===== config.mk =====
export PLATFORM = sky130hd
export DESIGN_NAME = shpio_core
export DESIGN_NICKNAME = d
export VERILOG_FILES = /design/src/core/shpio_pkg.sv /design/src/core/shpio_core.sv /design/src/core/shpio_limit.sv
export SDC_FILE = /design/constraint.sdc
export NUM_CORES = 2
export LEC_CHECK = 0
export BUFFER_PORTS_ARGS = -buffer_cell sky130_fd_sc_hd__buf_2
export CORE_UTILIZATION = 40
export CTS_BUF_LIST = sky130_fd_sc_hd__clkbuf_2
export CTS_CLUSTER_SIZE = 8
export DETAILED_ROUTE_END_ITERATION = 8
export PLACE_DENSITY = 0.54
export SYNTH_ARGS = -nofsm -noshare
export SYNTH_HDL_FRONTEND = slang
export SYNTH_SLANG_ARGS = --single-unit

===== constraint.sdc =====
create_clock -name core_clk -period 44.5 [get_ports core_clk]
set_input_delay 4.45 -clock core_clk [delete_from_list [all_inputs] [get_ports core_clk]]
set_output_delay 4.45 -clock core_clk [all_outputs]
set_load 0.05 [all_outputs]

===== src/core/shpio_pkg.sv =====
// Package of the script signal interface and output stage control.
// Assumes one 125 MHz core clock; values are signed 0.1 % units.
package shpio_pkg;
  typedef logic signed [15:0] shpio_val_t;

  // Value scale: 16'h000a is 1.0, 16'h03e8 is 100.0
  localparam shpio_val_t ZERO = 16'h0000;
  localparam shpio_val_t ON_THRESH = 16'h000a;
  localparam shpio_val_t ON_VALUE = 16'h000a;
  localparam shpio_val_t FULL_SCALE = 16'h03e8;
  localparam shpio_val_t NEG_FULL = 16'hfc18;
  localparam shpio_val_t SE_MIN = 16'hffce;
  localparam shpio_val_t SE_MAX = 16'h041a;
  localparam shpio_val_t DIF_MIN = 16'hfbe6;

  // Script output value slots, word index at ADDR_OUT_BASE
  localparam int IDX_LOOP_RELEASE = 0;
  localparam int IDX_MOVE_START = 1;
  localparam int IDX_JOG_A = 2;
  localparam int IDX_JOG_B = 3;
  localparam int IDX_SW1 = 4;
  localparam int IDX_SW2 = 5;
  localparam int IDX_GREEN = 6;
  localparam int IDX_MID_YELLOW = 7;
  localparam int IDX_RIGHT_YELLOW = 8;
  localparam int IDX_EXT_RELEASE = 9;
  localparam int IDX_CAPTURE = 10;
  localparam int IDX_A_EN = 11;
  localparam int IDX_B1_EN = 12;
  localparam int IDX_B2_EN = 13;
  localparam int IDX_FAULT_REQ = 14;
  localparam int IDX_A_LEVEL = 15;
  localparam int IDX_B_LEVEL = 16;
  localparam int IDX_TARGET = 17;
  localparam int IDX_SPEED = 18;
  localparam int IDX_RAW_POS = 19;
  localparam int IDX_ANA_OUT0 = 20;
  localparam int NUM_OUT = 25;
  localparam int NUM_IN = 13;
  localparam int NUM_LIM = 12;

  // Byte offsets
  localparam logic [11:0] ADDR_OUT_BASE = 12'h000;
  localparam logic [11:0] ADDR_IN_BASE = 12'h080;
  localparam logic [11:0] ADDR_CTRL = 12'h100;
  localparam logic [11:0] ADDR_STAT = 12'h104;
  localparam logic [11:0] ADDR_DT = 12'h108;
  localparam logic [11:0] ADDR_CAPTURE_TRIGGER_BASE = 12'h110;

  // Field positions
  localparam int CTRL_POLICY_LSB = 0;
  localparam int CTRL_LAMPDEF_BIT = 4;
  localparam int CTRL_DIV_LSB = 8;
  localparam int CTRL_CLR_BIT = 16;
  localparam int STAT_READY_BIT = 0;
  localparam int STAT_SCRIPT_FAULT_REQUEST_BIT = 1;
  localparam int STAT_WB_LSB = 2;
  localparam int STAT_BLINK_BIT = 5;

  // Script line layout
  localparam logic [5:0] LINE_M_FIRST = 6'h1a;
  localparam logic [5:0] LINE_M_LAST = 6'h1e;
  localparam logic [4:0] DIV_MAX = 5'h1a;

  typedef enum logic [1:0] {
    POL_OFF = 2'b00,
    POL_ON = 2'b01,
    POL_AUTO = 2'b10
  } shpio_policy_t;

  typedef enum logic [1:0] {
    PH_IDLE = 2'b00,
    PH_PASS1 = 2'b01,
    PH_ALGO = 2'b10,
    PH_PASS2 = 2'b11
  } shpio_phase_t;

  // Reset values
  localparam logic [1:0] POLICY_RST = 2'b01;
  localparam logic [4:0] DIV_RST = 5'h0a;
  localparam logic LAMPDEF_RST = 1'b1;
  localparam logic [15:0] NOM_CURRENT_RST = 16'h03e8;

  // Timing
  localparam int CLK_MHZ = 125;
  localparam int US_CYC = CLK_MHZ;
  localparam int CYCLE_US = 1000;
  localparam int CYCLE_CYC = CYCLE_US * CLK_MHZ;
  localparam int BLINK_HALF_MS = 250;
  localparam int BLINK_HALF_CYC = BLINK_HALF_MS * 1000 * CLK_MHZ;

  typedef struct packed {
    shpio_val_t target;
    shpio_val_t speed;
    shpio_val_t rawPos;
    logic loopRelease;
    logic moveStart;
    logic jogA;
    logic jogB;
  } shpio_algo_t;

  typedef struct packed {
    logic aOn;
    logic bPriOn;
    logic bSecOn;
    logic [15:0] aCur;
    logic [15:0] bPriCur;
    logic [15:0] bSecCur;
  } shpio_stage_t;

  typedef struct packed {
    logic green;
    logic midYellow;
    logic rightYellow;
    logic sw1;
    logic sw2;
  } shpio_lamps_t;
endpackage


===== src/core/shpio_core.sv =====
// Script signal interface, two-pass sequencing and solenoid stage control.
// Assumes a Wishbone classic master, converter words on core_clk, async pins.
// Notes on behaviour
// - Logical outputs are on at 1.0 or more
// - Channel drives only with enable and nonzero level
// - Level 100.0 gives nominal current, range clamped
// - Negative B level drives secondary B, own enable
// - Enabled driven outputs are watched for wire break
// - Wire break on active output drops ready
// - Fault request at 1.0 raises script error
// - Script error drops ready, stage outputs off
// - Script error latched until policy clears it
// - First pass, lines 26-30, algorithm, then rest
// - Single-ended inputs shown as -5.0 to 105.0, from 0.0 for input 3 and in current range
// - Differential input shown as -105.0 to 105.0
// - Switch and status flags shown as 0.0/1.0
// - Analog outputs taken over 0.0 to 100.0, output 2 over -100.0 to 100.0
// - Channel A level taken over 0.0 to 100.0
// - Channel B level over -100.0 to 100.0
// - Blink toggles only with error and release
// - Secondary B enable defaults unassigned, off
// - Valve drive signed, relief and inverter positive
// - Capture value at 1.0 snapshots script values
// - Processing time per cycle exposed in us
// - Default green lamp: steady ready, blink on error
module shpio_core
  import shpio_pkg::*;
#(
  parameter int NUM_LINES = 40,
  parameter int CYC_PERIOD = CYCLE_CYC,
  parameter int BLINK_HALF = BLINK_HALF_CYC,
  parameter logic [15:0] NOM_CURRENT = NOM_CURRENT_RST
) (
  input wire logic core_clk,
  input wire logic arst_n,
  input wire logic wb_cyc_i,
  input wire logic wb_stb_i,
  input wire logic wb_we_i,
  input wire logic [11:0] wb_adr_i,
  input wire logic [3:0] wb_sel_i,
  input wire logic [31:0] wb_dat_i,
  output logic [31:0] wb_dat_o,
  output logic wb_ack_o,
  input wire shpio_val_t [4:0] anaIn,
  input wire logic [2:0] rangeCurrent,
  input wire logic [4:0] switchPin,
  input wire logic [2:0] wireBreakPin,
  input wire logic algoDone,
  input wire logic inPosStatus,
  output shpio_algo_t algo,
  output logic algoStart,
  output shpio_stage_t stage,
  output shpio_lamps_t lamps,
  output shpio_val_t [4:0] anaOut,
  output logic ready,
  output logic captureTrig,
  output logic [15:0] cycleTimeUs
);
  typedef struct packed {
    logic ack;
    logic [31:0] rdat;
    shpio_val_t [NUM_OUT-1:0] outv;
    shpio_phase_t ph;
    logic [5:0] line;
    logic [31:0] cycCnt;
    logic [7:0] usDiv;
    logic [15:0] usCnt;
    logic [15:0] dt;
    shpio_algo_t algo;
    logic algoStart;
    shpio_stage_t stage;
    shpio_lamps_t lamps;
    shpio_val_t [4:0] anaOut;
    logic [1:0] policy;
    logic lampDefault;
    logic [4:0] divider;
    logic faultReq;
    logic relOn;
    logic relPrev;
    logic scriptErr;
    logic [2:0] wbErr;
    logic ready;
    logic blink;
    logic [31:0] blinkCnt;
    logic [7:0] sync1;
    logic [7:0] sync2;
    shpio_val_t [NUM_IN-1:0] inVal;
    shpio_val_t [3:0] capture_trigger;
    logic capture;
  } shpio_state_t;

  shpio_state_t s;
  shpio_state_t next_;
  shpio_val_t [NUM_LIM-1:0] limIn;
  shpio_val_t [NUM_LIM-1:0] limLo;
  shpio_val_t [NUM_LIM-1:0] limHi;
  shpio_val_t [NUM_LIM-1:0] limRes;
  logic [9:0] wordIdx;
  logic [9:0] inOff;
  logic [9:0] snapOff;
  logic busReq;
  logic clrCond;
  logic commitP2;
  logic errNow;
  logic [2:0] wbDet;

  assign wordIdx = wb_adr_i[11:2];
  assign inOff = wordIdx - ADDR_IN_BASE[11:2];
  assign snapOff = wordIdx - ADDR_CAPTURE_TRIGGER_BASE[11:2];
  assign busReq = wb_cyc_i && wb_stb_i && !s.ack;
  assign commitP2 = (s.ph == PH_PASS2) && (s.line == 6'(NUM_LINES - 1));
  assign errNow = (|s.wbErr) || s.scriptErr;
  assign wbDet = {s.stage.bSecOn, s.stage.bPriOn, s.stage.aOn} & s.sync2[7:5];

  function automatic logic isOn(input shpio_val_t v);
    return v >= ON_THRESH;
  endfunction

  function automatic logic [15:0] scale(input shpio_val_t v);
    logic [31:0] p;
    p = 32'(unsigned'(v)) * 32'(NOM_CURRENT);
    return 16'(p / 32'(FULL_SCALE));
  endfunction

  // Limiter table: inputs first, then script output values
  always_comb begin
    for (int k = 0; k < 3; k++) begin
      limIn[k] = anaIn[k];
      limLo[k] = rangeCurrent[k] ? ZERO : SE_MIN;
      limHi[k] = SE_MAX;
    end
    limIn[3] = anaIn[3];
    limLo[3] = ZERO;
    limHi[3] = SE_MAX;
    limIn[4] = anaIn[4];
    limLo[4] = DIF_MIN;
    limHi[4] = SE_MAX;
    limIn[5] = s.outv[IDX_A_LEVEL];
    limLo[5] = ZERO;
    limHi[5] = FULL_SCALE;
    limIn[6] = s.outv[IDX_B_LEVEL];
    limLo[6] = NEG_FULL;
    limHi[6] = FULL_SCALE;
    for (int k = 0; k < 5; k++) begin
      limIn[7+k] = s.outv[IDX_ANA_OUT0+k];
      limLo[7+k] = (k == 2) ? NEG_FULL : ZERO;
      limHi[7+k] = FULL_SCALE;
    end
  end

  for (genvar g = 0; g < NUM_LIM; g++) begin : gLim
    shpio_limit uLim (
      .val(limIn[g]),
      .lo(limLo[g]),
      .hi(limHi[g]),
      .res(limRes[g])
    );
  end

  always_comb begin
    logic [4:0] d;
    logic errNext;
    d = '0;
    errNext = 1'b0;
    next_ = s;
    next_.ack = busReq;
    next_.rdat = '0;
    next_.capture = 1'b0;
    next_.algoStart = 1'b0;
    next_.sync1 = {wireBreakPin, switchPin};
    next_.sync2 = s.sync1;
    if (busReq && wb_we_i) begin
      if (wordIdx < 10'(NUM_OUT)) begin
        if (wb_sel_i[0]) next_.outv[wordIdx[4:0]][7:0] = wb_dat_i[7:0];
        if (wb_sel_i[1]) next_.outv[wordIdx[4:0]][15:8] = wb_dat_i[15:8];
      end else if ({wordIdx, 2'b00} == ADDR_CTRL) begin
        if (wb_sel_i[0]) begin
          next_.policy = wb_dat_i[CTRL_POLICY_LSB+:2];
          next_.lampDefault = wb_dat_i[CTRL_LAMPDEF_BIT];
        end
        if (wb_sel_i[1]) begin
          d = wb_dat_i[CTRL_DIV_LSB+:5];
          // Above line 26 the M lines would overlap pass one
          next_.divider = (d > DIV_MAX) ? DIV_MAX : d;
        end
      end
    end else if (busReq) begin
      if (wordIdx < 10'(NUM_OUT)) begin
        next_.rdat = {{16{1'b0}}, s.outv[wordIdx[4:0]]};
      end else if (wordIdx >= ADDR_IN_BASE[11:2] && inOff < 10'(NUM_IN)) begin
        next_.rdat = {{16{1'b0}}, s.inVal[inOff[3:0]]};
      end else if ({wordIdx, 2'b00} == ADDR_CTRL) begin
        next_.rdat[CTRL_POLICY_LSB+:2] = s.policy;
        next_.rdat[CTRL_LAMPDEF_BIT] = s.lampDefault;
        next_.rdat[CTRL_DIV_LSB+:5] = s.divider;
      end else if ({wordIdx, 2'b00} == ADDR_STAT) begin
        next_.rdat[STAT_READY_BIT] = s.ready;
        next_.rdat[STAT_SCRIPT_FAULT_REQUEST_BIT] = s.scriptErr;
        next_.rdat[STAT_WB_LSB+:3] = s.wbErr;
        next_.rdat[STAT_BLINK_BIT] = s.blink;
      end else if ({wordIdx, 2'b00} == ADDR_DT) begin
        next_.rdat[15:0] = s.dt;
      end else if (wordIdx >= ADDR_CAPTURE_TRIGGER_BASE[11:2] && snapOff < 10'h004) begin
        next_.rdat = {{16{1'b0}}, s.capture_trigger[snapOff[1:0]]};
      end
    end

    // Processing cycle sequencer
    next_.cycCnt = (s.cycCnt == 32'(CYC_PERIOD - 1)) ? '0 : s.cycCnt + 32'h0000_0001;
    if (s.ph != PH_IDLE) begin
      if (s.usDiv == 8'(US_CYC - 1)) begin
        next_.usDiv = '0;
        next_.usCnt = s.usCnt + 16'h0001;
      end else begin
        next_.usDiv = s.usDiv + 8'h01;
      end
    end
    unique case (s.ph)
      PH_IDLE: begin
        if (s.cycCnt == 32'(CYC_PERIOD - 1)) begin
          next_.ph = PH_PASS1;
          next_.line = (s.divider == 5'h00) ? LINE_M_FIRST : 6'h00;
          next_.usDiv = '0;
          next_.usCnt = '0;
        end
      end
      PH_PASS1: begin
        if (s.line == LINE_M_LAST) begin
          next_.algo.target = s.outv[IDX_TARGET];
          next_.algo.speed = s.outv[IDX_SPEED];
          next_.algo.rawPos = s.outv[IDX_RAW_POS];
          next_.algo.loopRelease = isOn(s.outv[IDX_LOOP_RELEASE]);
          next_.algo.moveStart = isOn(s.outv[IDX_MOVE_START]);
          next_.algo.jogA = isOn(s.outv[IDX_JOG_A]);
          next_.algo.jogB = isOn(s.outv[IDX_JOG_B]);
          next_.ph = PH_ALGO;
          next_.algoStart = 1'b1;
        end else if (s.line + 6'h01 == {1'b0, s.divider}) begin
          next_.line = LINE_M_FIRST;
        end else begin
          next_.line = s.line + 6'h01;
        end
      end
      PH_ALGO: begin
        if (algoDone) begin
          next_.ph = PH_PASS2;
          next_.line = ({1'b0, s.divider} == LINE_M_FIRST) ? LINE_M_LAST + 6'h01
                                                           : {1'b0, s.divider};
        end
      end
      PH_PASS2: begin
        if (commitP2) begin
          next_.ph = PH_IDLE;
          next_.dt = s.usCnt;
          next_.lamps.sw1 = isOn(s.outv[IDX_SW1]);
          next_.lamps.sw2 = isOn(s.outv[IDX_SW2]);
          next_.lamps.midYellow = isOn(s.outv[IDX_MID_YELLOW]);
          next_.lamps.rightYellow = isOn(s.outv[IDX_RIGHT_YELLOW]);
          next_.lamps.green = s.lampDefault ? (s.ready || s.blink)
                                            : isOn(s.outv[IDX_GREEN]);
          next_.relOn = isOn(s.outv[IDX_EXT_RELEASE]);
          next_.faultReq = isOn(s.outv[IDX_FAULT_REQ]);
          for (int k = 0; k < 5; k++) next_.anaOut[k] = limRes[7+k];
          next_.stage.aOn = isOn(s.outv[IDX_A_EN]) && limRes[5] > ZERO;
          next_.stage.aCur = next_.stage.aOn ? scale(limRes[5]) : '0;
          next_.stage.bPriOn = isOn(s.outv[IDX_B1_EN]) && limRes[6] > ZERO;
          next_.stage.bPriCur = next_.stage.bPriOn ? scale(limRes[6]) : '0;
          // Reset value 0 keeps the secondary off for negative levels
          next_.stage.bSecOn = isOn(s.outv[IDX_B2_EN]) && limRes[6] < ZERO;
          next_.stage.bSecCur = next_.stage.bSecOn ? scale(-limRes[6]) : '0;
          if (isOn(s.outv[IDX_CAPTURE])) begin
            next_.capture = 1'b1;
            next_.capture_trigger = {s.outv[IDX_RAW_POS], s.outv[IDX_TARGET],
                          s.outv[IDX_B_LEVEL], s.outv[IDX_A_LEVEL]};
          end
        end else begin
          next_.line = (s.line + 6'h01 == LINE_M_FIRST) ? LINE_M_LAST + 6'h01
                                                        : s.line + 6'h01;
        end
      end
    endcase

    // Fault latches; a set in the clear cycle wins
    next_.relPrev = s.relOn;
    if (s.policy != POL_OFF) begin
      next_.wbErr = (s.wbErr & ~({3{clrCond}} & ~wbDet)) | wbDet;
      next_.scriptErr = (s.scriptErr && !(clrCond && !s.faultReq))
                        || s.faultReq;
    end else begin
      next_.wbErr = '0;
      next_.scriptErr = 1'b0;
    end
    errNext = (|next_.wbErr) || next_.scriptErr;
    next_.ready = s.relOn && !errNext;
    if (errNext) next_.stage = '0;
    if (errNow && s.relOn) begin
      if (s.blinkCnt >= 32'(BLINK_HALF - 1)) begin
        next_.blinkCnt = '0;
        next_.blink = !s.blink;
      end else begin
        next_.blinkCnt = s.blinkCnt + 32'h0000_0001;
      end
    end else begin
      next_.blinkCnt = '0;
      next_.blink = 1'b0;
    end
    for (int k = 0; k < 5; k++) next_.inVal[k] = limRes[k];
    for (int k = 0; k < 5; k++) next_.inVal[5+k] = s.sync2[k] ? ON_VALUE : ZERO;
    next_.inVal[10] = s.ready ? ON_VALUE : ZERO;
    next_.inVal[11] = s.blink ? ON_VALUE : ZERO;
    next_.inVal[12] = inPosStatus ? ON_VALUE : ZERO;
  end

  // Clear condition per fault policy
  always_comb begin
    unique case (s.policy)
      POL_ON: clrCond = (busReq && wb_we_i && {wordIdx, 2'b00} == ADDR_CTRL && wb_sel_i[2]
                         && wb_dat_i[CTRL_CLR_BIT]) || (s.relOn && !s.relPrev);
      POL_AUTO: clrCond = 1'b1;
      default: clrCond = 1'b1;
    endcase
  end

  always_ff @(posedge core_clk or negedge arst_n) begin
    if (!arst_n) begin
      s <= '0;
      s.policy <= POLICY_RST;
      s.divider <= DIV_RST;
      s.lampDefault <= LAMPDEF_RST;
    end else begin
      s <= next_;
    end
  end

  assign wb_dat_o = s.rdat;
  assign wb_ack_o = s.ack;
  assign algo = s.algo;
  assign algoStart = s.algoStart;
  assign stage = s.stage;
  assign lamps = s.lamps;
  assign anaOut = s.anaOut;
  assign ready = s.ready;
  assign captureTrig = s.capture;
  assign cycleTimeUs = s.dt;
endmodule // shpio_core


===== src/core/shpio_limit.sv =====
// Signal limiter: clamps a signed value into [lo, hi].
// Assumes lo is not above hi.
module shpio_limit
  import shpio_pkg::*;
(
  input wire shpio_val_t val,
  input wire shpio_val_t lo,
  input wire shpio_val_t hi,
  output shpio_val_t res
);
  assign res = (val < lo) ? lo : ((val > hi) ? hi : val);
endmodule // shpio_limit


==> impl_metrics.py <==
metrics = {
    "clock_network": {
        "cts_resized": 0,
        "cts_tree": "built",
        "clk_pin_slew_ns": 0.12,
        "post_cts_buffers": 0,
        "htreeDepth": 4,
        "clock-sinks": 899,
        "cts_buffers": 239,
        "cts_root_buffer": "clkbuf_2",
        "clk_latency_ns": 1.82,
        "hold_buffers": 0,
        "clock_path_buffers": 3,
    },
    "flow_run": {
        "drv_cap": 0,
    },
    "route": {
        "wl_um": 209000,
        "drtIter0Drc": 4785,
        "drtAntennaViolNets": 0,
        "wl_per_cell_um": 22.4,
        "viasPerCell": 5.84,
        "num_vias": 54422,
        "drcViolationCount": 0,
        "first_pass_iters": 7,
    },
    "worst_setup_path": {
        "crit_required_ns": 46.26,
        "path_class": "flop to flop",
        "critPathArrivalTime_ns": 22.38,
        "timing.rr.end": "stage[0]",
        "crit_top_cell": "nand2_1",
        "start_kind": "flop",
        "reg2reg_depth": 61,
        "rrSetupSlack_ns": 23.87,
        "setup.worst_path.end_class": "flop",
        "slowest_delay_ns": 0.69,
        "reg2reg_from": "limIn[98]",
        "slowest_stage": "a2111oi_1",
        "worstPathMaxFanout": 15,
    },
    "timing": {
        "fin_skew_ns": 0.202,
        "finalHoldViolations": 0,
        "slew_headroom_pct": -6.66,
        "fin_crit_sh_pct": 46.4,
        "slew_viol_final": 14,
        "worst_slew_pin_slew_ns": 1.57,
        "rsz0062_at_grt": "no",
        "max_freq_ghz": 0.0485,
        "tns_ns": 0,
        "finalSetupViolCount": 0,
        "fin_crit_ns": 20.63,
    },
    "synth": {
        "syn_inst": 6771,
        "synth.avg_cell_area_um2": 9.73,
        "ys_seq_area_share_pct": 34.2,
        "ys_ff_latch": 899,
        "ys_types": 146,
        "yosysTopAreaCell": "dfrtp_1",
        "ys_warn_count": 0,
        "ys_top_cells_by_area": "dfrtp_1 (34%), mux2_2 (7.7%), mux4_2 (4.9%), nand2_1 (4.5%), fa_1 (4.5%)",
        "synth-main-ff-cell": "dfrtp_1",
        "syn-cell-area_um2": 65900,
        "async_reset_ff_share_pct": 100,
        "yosysTopAreaCellShare_pct": 34.0,
        "synth-edff-count": 0,
    },
    "global_route": {
        "grtUsageTotal_pct": 24.7,
        "grt.busiest_layer": "met2",
        "grt_use_met2_pct": 39.3,
        "grt_pass1_wl_um": 322000,
        "antenna_found_initial": 15,
        "gr-total-overflow": 0,
        "grtUsageMet1_pct": 33.7,
        "grt_max_degree": 167,
        "grt_pass1_vias": 53163,
        "grt.met3_usage_pct": 4.38,
    },
    "place": {
        "gp_congestion": 0.928,
        "dp_hpwl_um": 156000,
        "numPortBuffers": 347,
    },
    "floorplanning": {
        "dieArea_um2": 166000,
        "die_w_um": 408,
        "core_um2": 163000,
        "die_height_um": 408,
        "num_rows": 148,
        "io_pins": 386,
        "initial_core_util_pct": 40.4,
    },
    "final_layout": {
        "num-nets-final": 7466,
        "area_growth_pct": 6.82,
        "drive_above_1_share_pct": 22.1,
        "nFillCells": 16035,
    },
    "min_path": {
        "hold_class": "flop to flop",
        "hold_end": "s[278]",
        "min_from": "next_[278]",
        "worstHoldPathCells": 0,
    },
    "run_status": {
        "violations": "slew limit",
        "status": "complete, but fails checks",
    },
}
[synthesized netlist by cell type (all sizes together) (44+ instances only)]
| cell | count |
|---|---|
| inv | 279 |
| or2 | 46 |
| a21oi | 280 |
| dfrtp | 895 |
| mux2i | 74 |
| clkbuf | 198 |
| nand4 | 57 |
| xnor2 | 173 |
| and2 | 91 |
| and3 | 65 |
| a211oi | 67 |
| ha | 229 |
| a31oi | 64 |
| o21ai | 309 |
| nor2 | 422 |
| nand2 | 795 |
| o31ai | 85 |
| or3 | 44 |
| mux2 | 459 |
| o21a | 55 |
| mux4 | 144 |
| o211ai | 96 |
| xor2 | 70 |
| fa | 147 |
| buf | 329 |
| nor3 | 174 |
| a21o | 95 |
| nor4 | 90 |
| nand3 | 185 |
[sequential cells by signal (all words and copies together) (netlist names), 5 cells and up]
register and flops:
next_ 9, anaOut 76, lamps 5, stage 51
s 558, limIn 112, algo 52, wb_dat_o 16
cycleTimeUs 16
[metrics by stage]
step	setup slack, ns	std cells	utilization, %	cell area, µm²	hold slack [ns]
floorplan	27.96	6836	-	66100	0.331
global placement	24.06	8878	41.7	68000	0.333
detailed placement	24.04	8878	41.7	68000	0.335
CTS	24.14	9307	43.1	70400	0.350
global route	22.33	9310	43.1	70400	0.350
finish	23.87	9316	43.1	70400	0.343
[worst max-delay path, delay by kind of cell (launching register included)]
kind | cells | cell delay [ns]
AOI/OAI and AO/OA | 27 | 8.18
xor gates and xnor gates | 5 | 2.00
adders and majority gates | 6 | 2.56
buffers and inverters | 3 | 0.32
DFF | 1 | 0.52
muxes | 2 | 0.71
and+or+nand+nor | 18 | 6.35
[metal layers]
metal | share of wire, % | vias to the layer above
met4 | 3.2 | 10
li1 | - | 25110
met3 | 6.1 | 370
met2 | 46 | 1721
met1 | 44 | 27211
met5 | 0.031 | -
[area by class of cell]
cell class                 instances  area (µm²)  area share [%]
antenna                            9        22.5          0.0320
clock inverter                    97         654           0.930
clock buffer                     332        1660            2.36
inverter                         280        1050            1.49
multi-input combinational       5129       39600            56.3
sequential                       899       22500            32.0
tap                             2175        2720            3.87
timing repair buffer             395        2140            3.03
[kinds of logic after synthesis]
family	synth area share, %
flip-flops	34.2
other	0.0114
AO/OA/AOI/OAI	17.9
AND/OR/NAND/NOR	15.5
adder cells (fa/ha/maj)	9.08
XOR/XNOR	3.26
buffers and inverters	6.17
multiplexers	13.9
[cells in the final DEF, fill, tap and decap left out, types with 70 or more instances in the layout]
| master | netlist | routed |
|---|---|---|
| dfrtp_1 | 895 | 895 |
| nand2_1 | 791 | 789 |
| o31ai_1 | 73 | 73 |
| fa_1 | 147 | 147 |
| clkbuf_2 | 0 | 332 |
| mux2_2 | 453 | 453 |
| ha_1 | 229 | 229 |
| mux4_2 | 144 | 144 |
| a21o_1 | 95 | 95 |
| nor2_1 | 421 | 421 |
| nor4_1 | 84 | 84 |
| inv_1 | 276 | 276 |
| o211ai_1 | 87 | 87 |
| and2_1 | 85 | 85 |
| buf_2 | 44 | 344 |
| nand3_1 | 185 | 184 |
| xor2_1 | 70 | 70 |
| o21ai_0 | 272 | 272 |
| nor3_1 | 168 | 166 |
| xnor2_1 | 170 | 170 |
| a21oi_1 | 268 | 267 |
| mux2i_1 | 71 | 71 |
[how the worst max path moves through the flow]
stage,from,slack [ns],endpoint,cells past startpoint
after detailed placement,limIn[98],24.04,stage[0],61
final,limIn[98],23.87,stage[0],61
after floorplan,limIn[98],27.96,stage[0],66
after global placement,limIn[98],24.06,stage[0],61
after global routing,limIn[98],22.33,stage[0],59
after CTS,limIn[98],24.14,stage[0],61
Power is not shown: default switching activity piles up to over one toggle a cycle in this logic, so the estimate is an artifact.
